[src/logic/txc_map.svh]
/*
 * register offsets, field positions, reset values and cell layout constants
 * for the transmit cell error and fill generator.
 * assumes an 8-bit register port with a 16-bit byte address.
 */
// ============================================================
// How it works
// - manual input ignored while manual select clear
// - manual select set: each rising edge errors one cell
// - rate insertion keeps running beside manual insertion
// - one errored cell every x times ten^y cells
// - exponent codes 6 and 7 both mean six
// - mantissa zero disables rate insertion
// - codes 01h, 0Fh, 11h give 1, 15, 10
// - control write with nonzero mantissa starts a run
// - control write mid-run abandons and restarts
// - run stops after programmed count of errored cells
// - errored cell inverts check bits where mask set
// - all-zero mask means no insertion at all
// - header select set: programmable header in fill cells
// - header pattern built from four bytes, low first
// - payload select set: programmable payload byte in fill
// - header select clear: idle header, payload untouched
// - payload select clear: idle payload byte 6Ah
// - count of all ones never ends the run
// - finished flag set at end, cleared on disable/restart
`ifndef TXC_MAP_SVH
`define TXC_MAP_SVH

// ============================================================
// register offsets
`define TXC_OFS_CELL_CTRL 16'h1100
`define TXC_OFS_ERR_COUNT 16'h1104
`define TXC_OFS_ERR_RATE 16'h1105
`define TXC_OFS_HEC_MASK 16'h1106
`define TXC_OFS_HDR_B0 16'h1108
`define TXC_OFS_HDR_B1 16'h1109
`define TXC_OFS_HDR_B2 16'h110a
`define TXC_OFS_HDR_B3 16'h110b
`define TXC_OFS_FILL_PAY 16'h110c
`define TXC_OFS_STATUS 16'h110e

// ============================================================
// field positions
`define TXC_BIT_FILL_HDR_SEL 5
`define TXC_BIT_FILL_PAY_SEL 4
`define TXC_BIT_MANUAL_SEL 7
`define TXC_EXP_HI 6
`define TXC_EXP_LO 4
`define TXC_MANT_HI 3
`define TXC_MANT_LO 0
`define TXC_BIT_FINISHED 0
`define TXC_CTRL_KEEP 8'h30

// ============================================================
// reset values and fixed codes
`define TXC_RST_BYTE 8'h00
`define TXC_COUNT_FOREVER 8'hff
`define TXC_EXP_MAX 3'h6
`define TXC_IDLE_HEADER 32'h00000001
`define TXC_IDLE_PAYLOAD 8'h6a
`define TXC_FILL_HEC 8'h00

// ============================================================
// cell layout: four header bytes, check byte, 48 payload bytes
`define TXC_IDX_HEC 6'h04
`define TXC_IDX_LAST 6'h34

`endif

[src/logic/txc_pkg.sv]
/*
 * types shared by the transmit cell error and fill generator.
 * assumes txc_map.svh for the numeric constants.
 */
package txc_pkg;

	// ============================================================
	// rate-based insertion run state, gray along idle-run-done
	typedef enum logic [1:0] {
		RUN_IDLE = 2'b00,
		RUN_ACTIVE = 2'b01,
		RUN_DONE = 2'b11
	} run_state_t;

	// source of the cell now being sent
	typedef enum logic {
		SRC_FIFO = 1'b0,
		SRC_FILL = 1'b1
	} cell_src_t;

endpackage

[src/logic/tx_cell_error_and_fill_gen.sv]
/*
 * transmit cell stage: passes cells from the transmit fifo toward the
 * framer, builds fill cells when no cell is ready, and corrupts the
 * check byte of chosen cells at a programmed rate or on a manual pin.
 * assumes a first-word-fall-through fifo on the same clock, a framer that
 * pulls one byte per take strobe, and an 8-bit register port.
 */
// The plain strobed port is this design's own decision.
`timescale 1ns/10ps
`include "txc_map.svh"

module tx_cell_error_and_fill_gen
	import txc_pkg::*;
(
	// clock and reset
	input wire logic mclk_i,
	input wire logic reset_i,
	// register port
	input wire logic [15:0] reg_addr_i,
	input wire logic [7:0] reg_wdata_i,
	input wire logic reg_wr_i,
	input wire logic reg_rd_i,
	output logic [7:0] reg_rdata_o,
	// manual error pin
	input wire logic manual_error_input_i,
	// transmit fifo side
	input wire logic fifo_cell_avail_i,
	input wire logic [7:0] fifo_data_i,
	output logic fifo_rd_o,
	// framer side
	input wire logic framer_take_i,
	output logic [7:0] cell_data_o,
	output logic cell_valid_o,
	output logic cell_start_o,
	output logic cell_errored_o
);

	// ============================================================
	// register storage
	logic [7:0] cell_proc_control_q; // fill selects
	logic [7:0] error_count_field_q; // errored cells per run
	logic [7:0] error_rate_and_manual_select_q; // manual select and rate
	logic [7:0] hec_error_mask_q; // check byte inversion mask
	logic [7:0] fill_header_byte0_q; // header bits 7:0
	logic [7:0] fill_header_byte1_q; // header bits 15:8
	logic [7:0] fill_header_byte2_q; // header bits 23:16
	logic [7:0] fill_header_byte3_q; // header bits 31:24
	logic [7:0] fill_payload_byte_q; // fill payload pattern
	logic [7:0] rdata_q; // read data, valid one cycle
	logic [7:0] rdata_d;

	// decoded fields
	logic fill_header_select;
	logic fill_payload_select;
	logic manual_insert_select;
	logic [2:0] exp_field;
	logic [2:0] exp_used;
	logic [3:0] mantissa;
	logic [31:0] fill_header_pattern;
	logic [31:0] header_word; // header sent in fill cells
	logic [7:0] fill_payload_pattern;
	logic mask_live;

	// run control
	run_state_t run_q; // insertion run state
	logic [7:0] sent_q; // errored cells sent in this run
	logic insertion_finished_q; // finished status
	logic ctrl_wr; // write to either errored-cell control byte
	logic run_start; // write that starts a fresh run
	logic [23:0] period; // cells per errored cell
	logic [23:0] pow10; // ten to the used exponent
	logic spacing_hit; // spacing counter closes a period

	// manual path
	logic manual_rise; // settled rising edge of the pin
	logic manual_pend_q; // an edge waits for the next cell

	// cell stream
	logic [5:0] idx_q; // byte index within the cell
	cell_src_t src_q; // source of the current cell
	cell_src_t src_now; // source for the byte now taken
	logic cell_begin; // first byte of a cell is taken
	logic rate_err; // rate path errors this cell
	logic err_now; // this cell is errored
	logic errored_q; // current cell is errored
	logic errored_now; // errored state for the byte now taken
	logic [7:0] byte_d; // byte to present next
	logic [7:0] data_q;
	logic valid_q;
	logic start_q;
	logic errflag_q;

	// ============================================================
	// field decode
	assign fill_header_select = cell_proc_control_q[`TXC_BIT_FILL_HDR_SEL];
	assign fill_payload_select = cell_proc_control_q[`TXC_BIT_FILL_PAY_SEL];
	assign manual_insert_select = error_rate_and_manual_select_q[`TXC_BIT_MANUAL_SEL];
	assign exp_field = error_rate_and_manual_select_q[`TXC_EXP_HI:`TXC_EXP_LO];
	assign mantissa = error_rate_and_manual_select_q[`TXC_MANT_HI:`TXC_MANT_LO];
	// first byte register is the least significant byte
	assign fill_header_pattern = {fill_header_byte3_q, fill_header_byte2_q,
		fill_header_byte1_q, fill_header_byte0_q};
	assign fill_payload_pattern = fill_payload_byte_q;
	// a literal cannot be part-selected, so the idle header passes through a net
	assign header_word = fill_header_select ? fill_header_pattern : `TXC_IDLE_HEADER;
	assign mask_live = (hec_error_mask_q != `TXC_RST_BYTE);

	// exponent codes above six clamp to six
	assign exp_used = (exp_field > `TXC_EXP_MAX) ? `TXC_EXP_MAX : exp_field;

	// ============================================================
	// ten to the exponent
	always_comb begin
		unique case (exp_used)
			3'h0: pow10 = 24'd1;
			3'h1: pow10 = 24'd10;
			3'h2: pow10 = 24'd100;
			3'h3: pow10 = 24'd1000;
			3'h4: pow10 = 24'd10000;
			3'h5: pow10 = 24'd100000;
			default: pow10 = 24'd1000000;
		endcase
	end

	// spacing is mantissa times ten^exponent; 01h gives 1, 0Fh 15, 11h 10
	assign period = 24'(mantissa * pow10);

	// ============================================================
	// register writes
	assign ctrl_wr = reg_wr_i &&
		(reg_addr_i == `TXC_OFS_ERR_COUNT || reg_addr_i == `TXC_OFS_ERR_RATE);

	always_ff @(posedge mclk_i) begin
		if (reset_i) begin
			cell_proc_control_q <= `TXC_RST_BYTE;
			error_count_field_q <= `TXC_RST_BYTE;
			error_rate_and_manual_select_q <= `TXC_RST_BYTE;
			hec_error_mask_q <= `TXC_RST_BYTE;
			fill_header_byte0_q <= `TXC_RST_BYTE;
			fill_header_byte1_q <= `TXC_RST_BYTE;
			fill_header_byte2_q <= `TXC_RST_BYTE;
			fill_header_byte3_q <= `TXC_RST_BYTE;
			fill_payload_byte_q <= `TXC_RST_BYTE;
		end else if (reg_wr_i) begin
			unique case (reg_addr_i)
				// only the two fill selects are held
				`TXC_OFS_CELL_CTRL: begin
					cell_proc_control_q <= reg_wdata_i & `TXC_CTRL_KEEP;
				end
				`TXC_OFS_ERR_COUNT: error_count_field_q <= reg_wdata_i;
				`TXC_OFS_ERR_RATE: error_rate_and_manual_select_q <= reg_wdata_i;
				`TXC_OFS_HEC_MASK: hec_error_mask_q <= reg_wdata_i;
				`TXC_OFS_HDR_B0: fill_header_byte0_q <= reg_wdata_i;
				`TXC_OFS_HDR_B1: fill_header_byte1_q <= reg_wdata_i;
				`TXC_OFS_HDR_B2: fill_header_byte2_q <= reg_wdata_i;
				`TXC_OFS_HDR_B3: fill_header_byte3_q <= reg_wdata_i;
				`TXC_OFS_FILL_PAY: fill_payload_byte_q <= reg_wdata_i;
				// unmapped writes are dropped
				default: begin
				end
			endcase
		end
	end

	// ============================================================
	// register reads, data stand only in the cycle after the strobe
	always_comb begin
		rdata_d = `TXC_RST_BYTE;
		if (reg_rd_i) begin
			unique case (reg_addr_i)
				`TXC_OFS_CELL_CTRL: rdata_d = cell_proc_control_q;
				`TXC_OFS_ERR_COUNT: rdata_d = error_count_field_q;
				`TXC_OFS_ERR_RATE: rdata_d = error_rate_and_manual_select_q;
				`TXC_OFS_HEC_MASK: rdata_d = hec_error_mask_q;
				`TXC_OFS_HDR_B0: rdata_d = fill_header_byte0_q;
				`TXC_OFS_HDR_B1: rdata_d = fill_header_byte1_q;
				`TXC_OFS_HDR_B2: rdata_d = fill_header_byte2_q;
				`TXC_OFS_HDR_B3: rdata_d = fill_header_byte3_q;
				`TXC_OFS_FILL_PAY: rdata_d = fill_payload_byte_q;
				// status shows the finished flag in bit 0
				`TXC_OFS_STATUS: rdata_d = {7'h00, insertion_finished_q};
				// unmapped addresses read zero
				default: rdata_d = `TXC_RST_BYTE;
			endcase
		end
	end

	always_ff @(posedge mclk_i) begin
		if (reset_i) begin
			rdata_q <= `TXC_RST_BYTE;
		end else begin
			rdata_q <= rdata_d;
		end
	end

	assign reg_rdata_o = rdata_q;

	// ============================================================
	// cell stream sequencing
	assign cell_begin = framer_take_i && (idx_q == 6'h00);
	// source is chosen on the first byte and held for the cell
	assign src_now = cell_begin ? (fifo_cell_avail_i ? SRC_FIFO : SRC_FILL) : src_q;
	assign fifo_rd_o = framer_take_i && (src_now == SRC_FIFO);

	// byte index advances per taken byte and wraps after the last
	always_ff @(posedge mclk_i) begin
		if (reset_i) begin
			idx_q <= 6'h00;
			src_q <= SRC_FILL;
		end else if (framer_take_i) begin
			src_q <= src_now;
			idx_q <= (idx_q == `TXC_IDX_LAST) ? 6'h00 : idx_q + 6'h01;
		end
	end

	// ============================================================
	// manual error pin
	pin_rise_detect u_manual (
		.mclk_i(mclk_i),
		.reset_i(reset_i),
		.pin_i(manual_error_input_i),
		.rise_o(manual_rise)
	);

	// pending edge waits for the next cell; a new edge beats the clear
	always_ff @(posedge mclk_i) begin
		if (reset_i) begin
			manual_pend_q <= 1'b0;
		end else if (manual_rise && manual_insert_select) begin
			manual_pend_q <= 1'b1;
		end else if (!manual_insert_select || cell_begin) begin
			manual_pend_q <= 1'b0;
		end
	end

	// ============================================================
	// rate spacing
	cell_spacing u_spacing (
		.mclk_i(mclk_i),
		.reset_i(reset_i),
		.clear_i(ctrl_wr),
		.step_i(cell_begin && (run_q == RUN_ACTIVE) && !ctrl_wr),
		.period_i(period),
		.hit_o(spacing_hit)
	);

	// rate and manual paths work side by side; zero mask blocks both
	assign rate_err = spacing_hit && mask_live;
	assign err_now = mask_live && (spacing_hit || manual_pend_q);

	// ============================================================
	// insertion run control
	// every control write restarts; the new state decides if the run is live
	assign run_start = ctrl_wr;

	always_ff @(posedge mclk_i) begin
		if (reset_i) begin
			run_q <= RUN_IDLE;
			sent_q <= 8'h00;
			insertion_finished_q <= 1'b0;
		end else if (run_start) begin
			// any control write abandons the old run
			sent_q <= 8'h00;
			insertion_finished_q <= 1'b0;
			run_q <= next_run_state();
		end else if (run_q == RUN_ACTIVE && rate_err) begin
			sent_q <= sent_q + 8'h01;
			// all ones runs forever
			if (error_count_field_q != `TXC_COUNT_FOREVER &&
				sent_q + 8'h01 == error_count_field_q) begin
				run_q <= RUN_DONE;
				insertion_finished_q <= 1'b1;
			end
		end
	end

	// state after a control write, from the value it leaves behind
	function automatic run_state_t next_run_state();
		logic [7:0] rate_new;
		logic [7:0] count_new;
		rate_new = (reg_addr_i == `TXC_OFS_ERR_RATE) ? reg_wdata_i :
			error_rate_and_manual_select_q;
		count_new = (reg_addr_i == `TXC_OFS_ERR_COUNT) ? reg_wdata_i :
			error_count_field_q;
		if (rate_new[`TXC_MANT_HI:`TXC_MANT_LO] == 4'h0) begin
			next_run_state = RUN_IDLE;
		end else if (count_new == 8'h00) begin
			next_run_state = RUN_DONE;
		end else begin
			next_run_state = RUN_ACTIVE;
		end
	endfunction

	// ============================================================
	// errored flag for the current cell
	assign errored_now = cell_begin ? err_now : errored_q;

	always_ff @(posedge mclk_i) begin
		if (reset_i) begin
			errored_q <= 1'b0;
		end else if (cell_begin) begin
			errored_q <= err_now;
		end
	end

	// ============================================================
	// byte selection
	always_comb begin
		byte_d = fifo_data_i;
		if (src_now == SRC_FILL) begin
			if (idx_q < `TXC_IDX_HEC) begin
				// header bytes, most significant first
				byte_d = header_word[8'(6'd31 - 6'(idx_q * 6'd8)) -: 8];
			end else if (idx_q == `TXC_IDX_HEC) begin
				byte_d = `TXC_FILL_HEC;
			end else if (fill_payload_select) begin
				byte_d = fill_payload_pattern;
			end else begin
				byte_d = `TXC_IDLE_PAYLOAD;
			end
		end
		if (idx_q == `TXC_IDX_HEC && errored_now) begin
			byte_d = byte_d ^ hec_error_mask_q;
		end
	end

	// ============================================================
	// output registers, one cycle after the take strobe
	always_ff @(posedge mclk_i) begin
		if (reset_i) begin
			data_q <= `TXC_RST_BYTE;
			valid_q <= 1'b0;
			start_q <= 1'b0;
			errflag_q <= 1'b0;
		end else begin
			valid_q <= framer_take_i;
			start_q <= cell_begin;
			errflag_q <= framer_take_i && errored_now;
			if (framer_take_i) begin
				data_q <= byte_d;
			end
		end
	end

	assign cell_data_o = data_q;
	assign cell_valid_o = valid_q;
	assign cell_start_o = start_q;
	assign cell_errored_o = errflag_q;

endmodule // tx_cell_error_and_fill_gen

[src/logic/pin_rise_detect.sv]
/*
 * three-flop synchroniser with rising-edge detection for one pin.
 * assumes the pin is asynchronous to mclk_i.
 */
`timescale 1ns/10ps

module pin_rise_detect (
	// clock and reset
	input wire logic mclk_i,
	input wire logic reset_i,
	// asynchronous pin
	input wire logic pin_i,
	// one-cycle pulse on a settled low-to-high change
	output logic rise_o
);

	logic s1_q; // first stage, read only by s2_q
	logic s2_q; // second stage
	logic s3_q; // third stage
	logic level_q; // accepted level

	// ============================================================
	// synchroniser chain
	always_ff @(posedge mclk_i) begin
		if (reset_i) begin
			s1_q <= 1'b0;
			s2_q <= 1'b0;
			s3_q <= 1'b0;
		end else begin
			s1_q <= pin_i;
			s2_q <= s1_q;
			s3_q <= s2_q;
		end
	end

	// a change counts once stages two and three agree
	always_ff @(posedge mclk_i) begin
		if (reset_i) begin
			level_q <= 1'b0;
		end else if (s2_q == s3_q) begin
			level_q <= s3_q;
		end
	end

	assign rise_o = s2_q & s3_q & ~level_q;

endmodule // pin_rise_detect

[src/logic/cell_spacing.sv]
/*
 * cell spacing counter: flags the cell that closes each period of cells.
 * assumes step_i pulses once per cell start and period_i is at least one.
 */
`timescale 1ns/10ps

module cell_spacing (
	// clock and reset
	input wire logic mclk_i,
	input wire logic reset_i,
	// control
	input wire logic clear_i,
	input wire logic step_i,
	input wire logic [23:0] period_i,
	// result
	output logic hit_o
);

	logic [23:0] count_q; // cells seen in the current period
	logic [23:0] last; // last count of a period

	assign last = period_i - 24'h000001;
	assign hit_o = step_i & (count_q == last);

	// ============================================================
	// count cells, wrap on the closing cell, clear on restart
	always_ff @(posedge mclk_i) begin
		if (reset_i || clear_i) begin
			count_q <= 24'h000000;
		end else if (hit_o) begin
			count_q <= 24'h000000;
		end else if (step_i) begin
			count_q <= count_q + 24'h000001;
		end
	end

endmodule // cell_spacing

[config.mk]
export PLATFORM = sky130hd
export DESIGN_NAME = tx_cell_error_and_fill_gen
export DESIGN_NICKNAME = d
export VERILOG_FILES = /design/src/logic/txc_pkg.sv /design/src/logic/tx_cell_error_and_fill_gen.sv /design/src/logic/pin_rise_detect.sv /design/src/logic/cell_spacing.sv
export VERILOG_INCLUDE_DIRS = /design/src /design/src/logic
export SDC_FILE = /design/constraint.sdc
export NUM_CORES = 1
export LEC_CHECK = 0
export BUFFER_PORTS_ARGS = -buffer_cell sky130_fd_sc_hd__buf_2
export CAP_MARGIN = 20
export CORE_MARGIN = 1.5
export CORE_UTILIZATION = 60
export CTS_BUF_LIST = sky130_fd_sc_hd__clkbuf_2
export CTS_CLUSTER_DIAMETER = 40
export DETAILED_ROUTE_END_ITERATION = 12
export PLACE_DENSITY_LB_ADDON = 0.15
export SYNTH_ARGS = -nofsm -noshare
export SYNTH_HDL_FRONTEND = slang
export SYNTH_SLANG_ARGS = --single-unit
export TNS_END_PERCENT = 100
[constraint.sdc]
create_clock -name mclk_i -period 9.6 [get_ports mclk_i]
set_clock_uncertainty 0.2 [all_clocks]
set_input_delay 0.48 -clock mclk_i [delete_from_list [all_inputs] [get_ports mclk_i]]
set_output_delay 0.48 -clock mclk_i [all_outputs]
set_load 0.005 [all_outputs]
==> key figures <==
Timing
  • Period utilization: 74.73%
  • Max_slew headroom: 32.58%
  • Final min period: 7.174 ns
  • # setup viols final: 0
  • Final Max Tran Viols: 0
  • Slew @ Worst Pin: 1.005 ns
  • RSZ-0062 raised after global routing: false
  • Hold Vio Cnt, Final: 0
  • FMAX: 139.4 MHz
  • Fin Setup TNS: 0 ns
  • Final WS setup: 2.426 ns

Route
  • Starting DRT DRC Count: 950
  • DR vias: 8848
  • DR vias/cell: 6.127
  • Residual DRC: 0
  • First-pass iteration count of the detailed router: 5
  • Post-route ant nets: 0
  • Wire length per cell: 18.05 um
  • Final WL: 26070 um

GRT
  • Vias in the first global route: 8049
  • Initial antenna violation count: 1
  • Global-route wire length before repair: 42410 um
  • GRT Total Usage: 32.93%
  • GR Overflow Total: 0
  • Largest net degree at the start of global routing: 68

Worst setup path
  • Crit path max fanout: 24
  • Crit Path Category: reg2reg
  • Worst Path Arrival: 7.54 ns
  • WP buf/inv: 1
  • Worst path top cell family by delay: simple AND/OR/NAND/NOR gates
  • Worst path cell trace: nor2b_1, nand2_1, or2_2, ha_1, fa_1, inv_1, fa_1, ha_1, a21oi_1, o21ai_0, a2111oi_0, nor3b_1, nor3_1, xnor2_1, nand2_1, o31ai_4, nor2_1
  • Setup crit end kind: flop
  • Max stage delay cell, worst path: nor2b_1
  • Crit path required time: 9.97 ns
  • CP peak stage delay: 0.81 ns
  • Startpoint Class: flop

Floorplan
  • Die Wd: 128.7 um
  • Height of the die: 128.7 um
  • Io pins: 59
  • Core ar.: 15310 sq um
  • Initial Utilization: 61.87%
  • Area of the die: 16550 sq um
  • Rows: 45

Final layout
  • Area grow syn2layout: 7.857%
  • Final Net Count: 1342
  • Share of layout cells above drive strength 1: 10.06%
  • Fill cell count: 1367
  • Most frequent cells in the layout: nand2_1 (199), dfxtp_1 (133), a21oi_1 (91)
  • Most common cell after layout, fill and taps aside: nand2_1
  • Finished Core Util: 66.73%

Yosys
  • Avg Inst Size Synth: 8.023 sq um
  • Sequential fraction of the synthesis area: 28.10%
  • EDFF count, synth: 0
  • Synth Instances: 1181
  • Synth warn: 0
  • Seq cells post-synth: 133
  • Syn Nets: 1303
  • Ys async rst share: 0%
  • Unique cell type count in the Yosys netlist: 68
  • Synth Cell Area: 9475 sq um
  • Dominant cells by area after synthesis: dfxtp_1 (28%), nand2_1 (7.9%), ha_1 (6.9%)
  • Top cell type's share of synthesized area: 28.10%
  • Synth area leader: dfxtp_1
  • Synth Flop Type: dfxtp_1

Clock tree
  • Clock-pin transition on the worst setup and hold timing paths: 0.20 ns
  • CTS tree: yes
  • Clock latency on the worst-skew pair: 0.71 ns
  • Total CTS buffers: 17
  • Post-CTS sizing: 0
  • CTS Sinks: 133
  • Clock root cell: clkbuf_2
  • Htree depth: 4
  • Post-CTS setup buffers: 0
  • CTS Hold Bufs: 19
  • Max Buffers Root-to-Sink: 2

Place
  • Post-DP HPWL: 19510 um
  • Port Buffer Count: 58
  • DP Worst Slack: 2.609 ns
  • Global placer's final weighted congestion: 1.012

Pwr
  • PwrDens: 92.82 nW/um^2
  • Leak pwr: 4.115 nW
  • Max IR drop VDD: 0.00007078 V

Flow run
  • Max Cap Viol: 0

Outcome
  • Status: completed

Hold path
  • Hold Crit Class: in2reg
-- registers in the layout, summed over array words and instances (netlist names), 8 cells and up --
register / cells
u_spacing.count_q: 24
cell_data_o: 8
error_count_field_q: 8
error_rate_and_manual_select_q: 8
fill_header_byte0_q: 8
fill_header_byte1_q: 8
fill_header_byte2_q: 8
fill_header_byte3_q: 8
fill_payload_byte_q: 8
hec_error_mask_q: 8
reg_rdata_o: 8
sent_q: 8
-- cell type report --
cell class,count,area (sq um),area share [%]
Multi-Input combinational cell,925,6341,62.05
Sequential cell,133,2663,26.05
Timing Repair Buffer,84,530.5,5.191
Tap cell,211,264.0,2.583
Inverter,59,221.5,2.167
Clock inverter,14,112.6,1.102
Clock buffer,17,85.08,0.8325
Antenna cell,1,2.502,0.02449
-- cells in the mapped netlist (18+ instances only) --
| cell type | n |
|---|---|
| fa_1 | 31 |
| mux2i_1 | 28 |
| xnor2_1 | 47 |
| and3_1 | 21 |
| ha_1 | 52 |
| nor2_1 | 78 |
| nand2_1 | 199 |
| nand3_1 | 55 |
| xor2_1 | 32 |
| dfxtp_1 | 133 |
| inv_1 | 59 |
| o21ai_0 | 38 |
| clkbuf_1 | 60 |
| a21oi_1 | 91 |
| nor2b_1 | 18 |
| nor3_1 | 21 |
-- report_power, final --
group	switching (mW)	leakage (nW)	total [mW]	internal (mW)
clock network	0.214	0.115	0.303	0.0893
logic	0.0484	2.93	0.0801	0.0317
registers	0.00699	1.07	0.565	0.558
total	0.269	4.11	0.949	0.679
-- through the flow --
step           instance area (sq um)  hold slack, ns  instances  power [mW]
3_3_place_gp                    9824          0.2262       1392      0.6477
3_5_place_dp                    9824          0.2352       1392      0.6486
6_report                       10220         0.04191       1444      0.9486
2_1_floorplan                   9475          0.2138       1181      0.6242
5_1_grt                        10220         0.02174       1444      0.9846
4_1_cts                        10210         0.01003       1442      0.9503
-- per-layer routing --
layer | track usage (%) | vias to the layer above | wire [um]
li1 | - | 4234 | -
met1 | 49.24 | 4132 | 12120
met2 | 46.87 | 435 | 10730
met3 | 8.773 | 47 | 2723
met4 | 8.460 | 0 | 499
met5 | 0 | - | 0
-- worst paths after layout --
path                                     startpoint                   end  slack, ns  cells after the start
setup / recovery  error_rate_and_manual_select_q[6]  u_spacing.count_q[5]       2.43                     17
hold / removal                        framer_take_i        cell_data_o[7]       0.04                      3
setup reg to reg  error_rate_and_manual_select_q[6]  u_spacing.count_q[5]       2.43                     17
hold reg to reg                       u_manual.s1_q         u_manual.s2_q       0.27                      1
-- cell families after synthesis --
kind of cell | count (synthesis) | synth area share [%]
adder cells (fa/ha/maj) | 83 | 13.42
multiplexers | 44 | 5.691
AO/OA/AOI/OAI | 231 | 15.34
XOR/XNOR | 79 | 7.302
buffers and inverters | 123 | 4.978
flip-flops | 133 | 28.10
AND/OR/NAND/NOR | 488 | 25.17
-- worst min-delay path, delay by kind of cell --
kind / cells / cell delay (ns)
AOI/OAI and AO/OA: 1 / 0.05
buffers and inverters: 1 / 0.25
and+or+nand+nor: 1 / 0.14
Power figures use the tool's default switching activity.
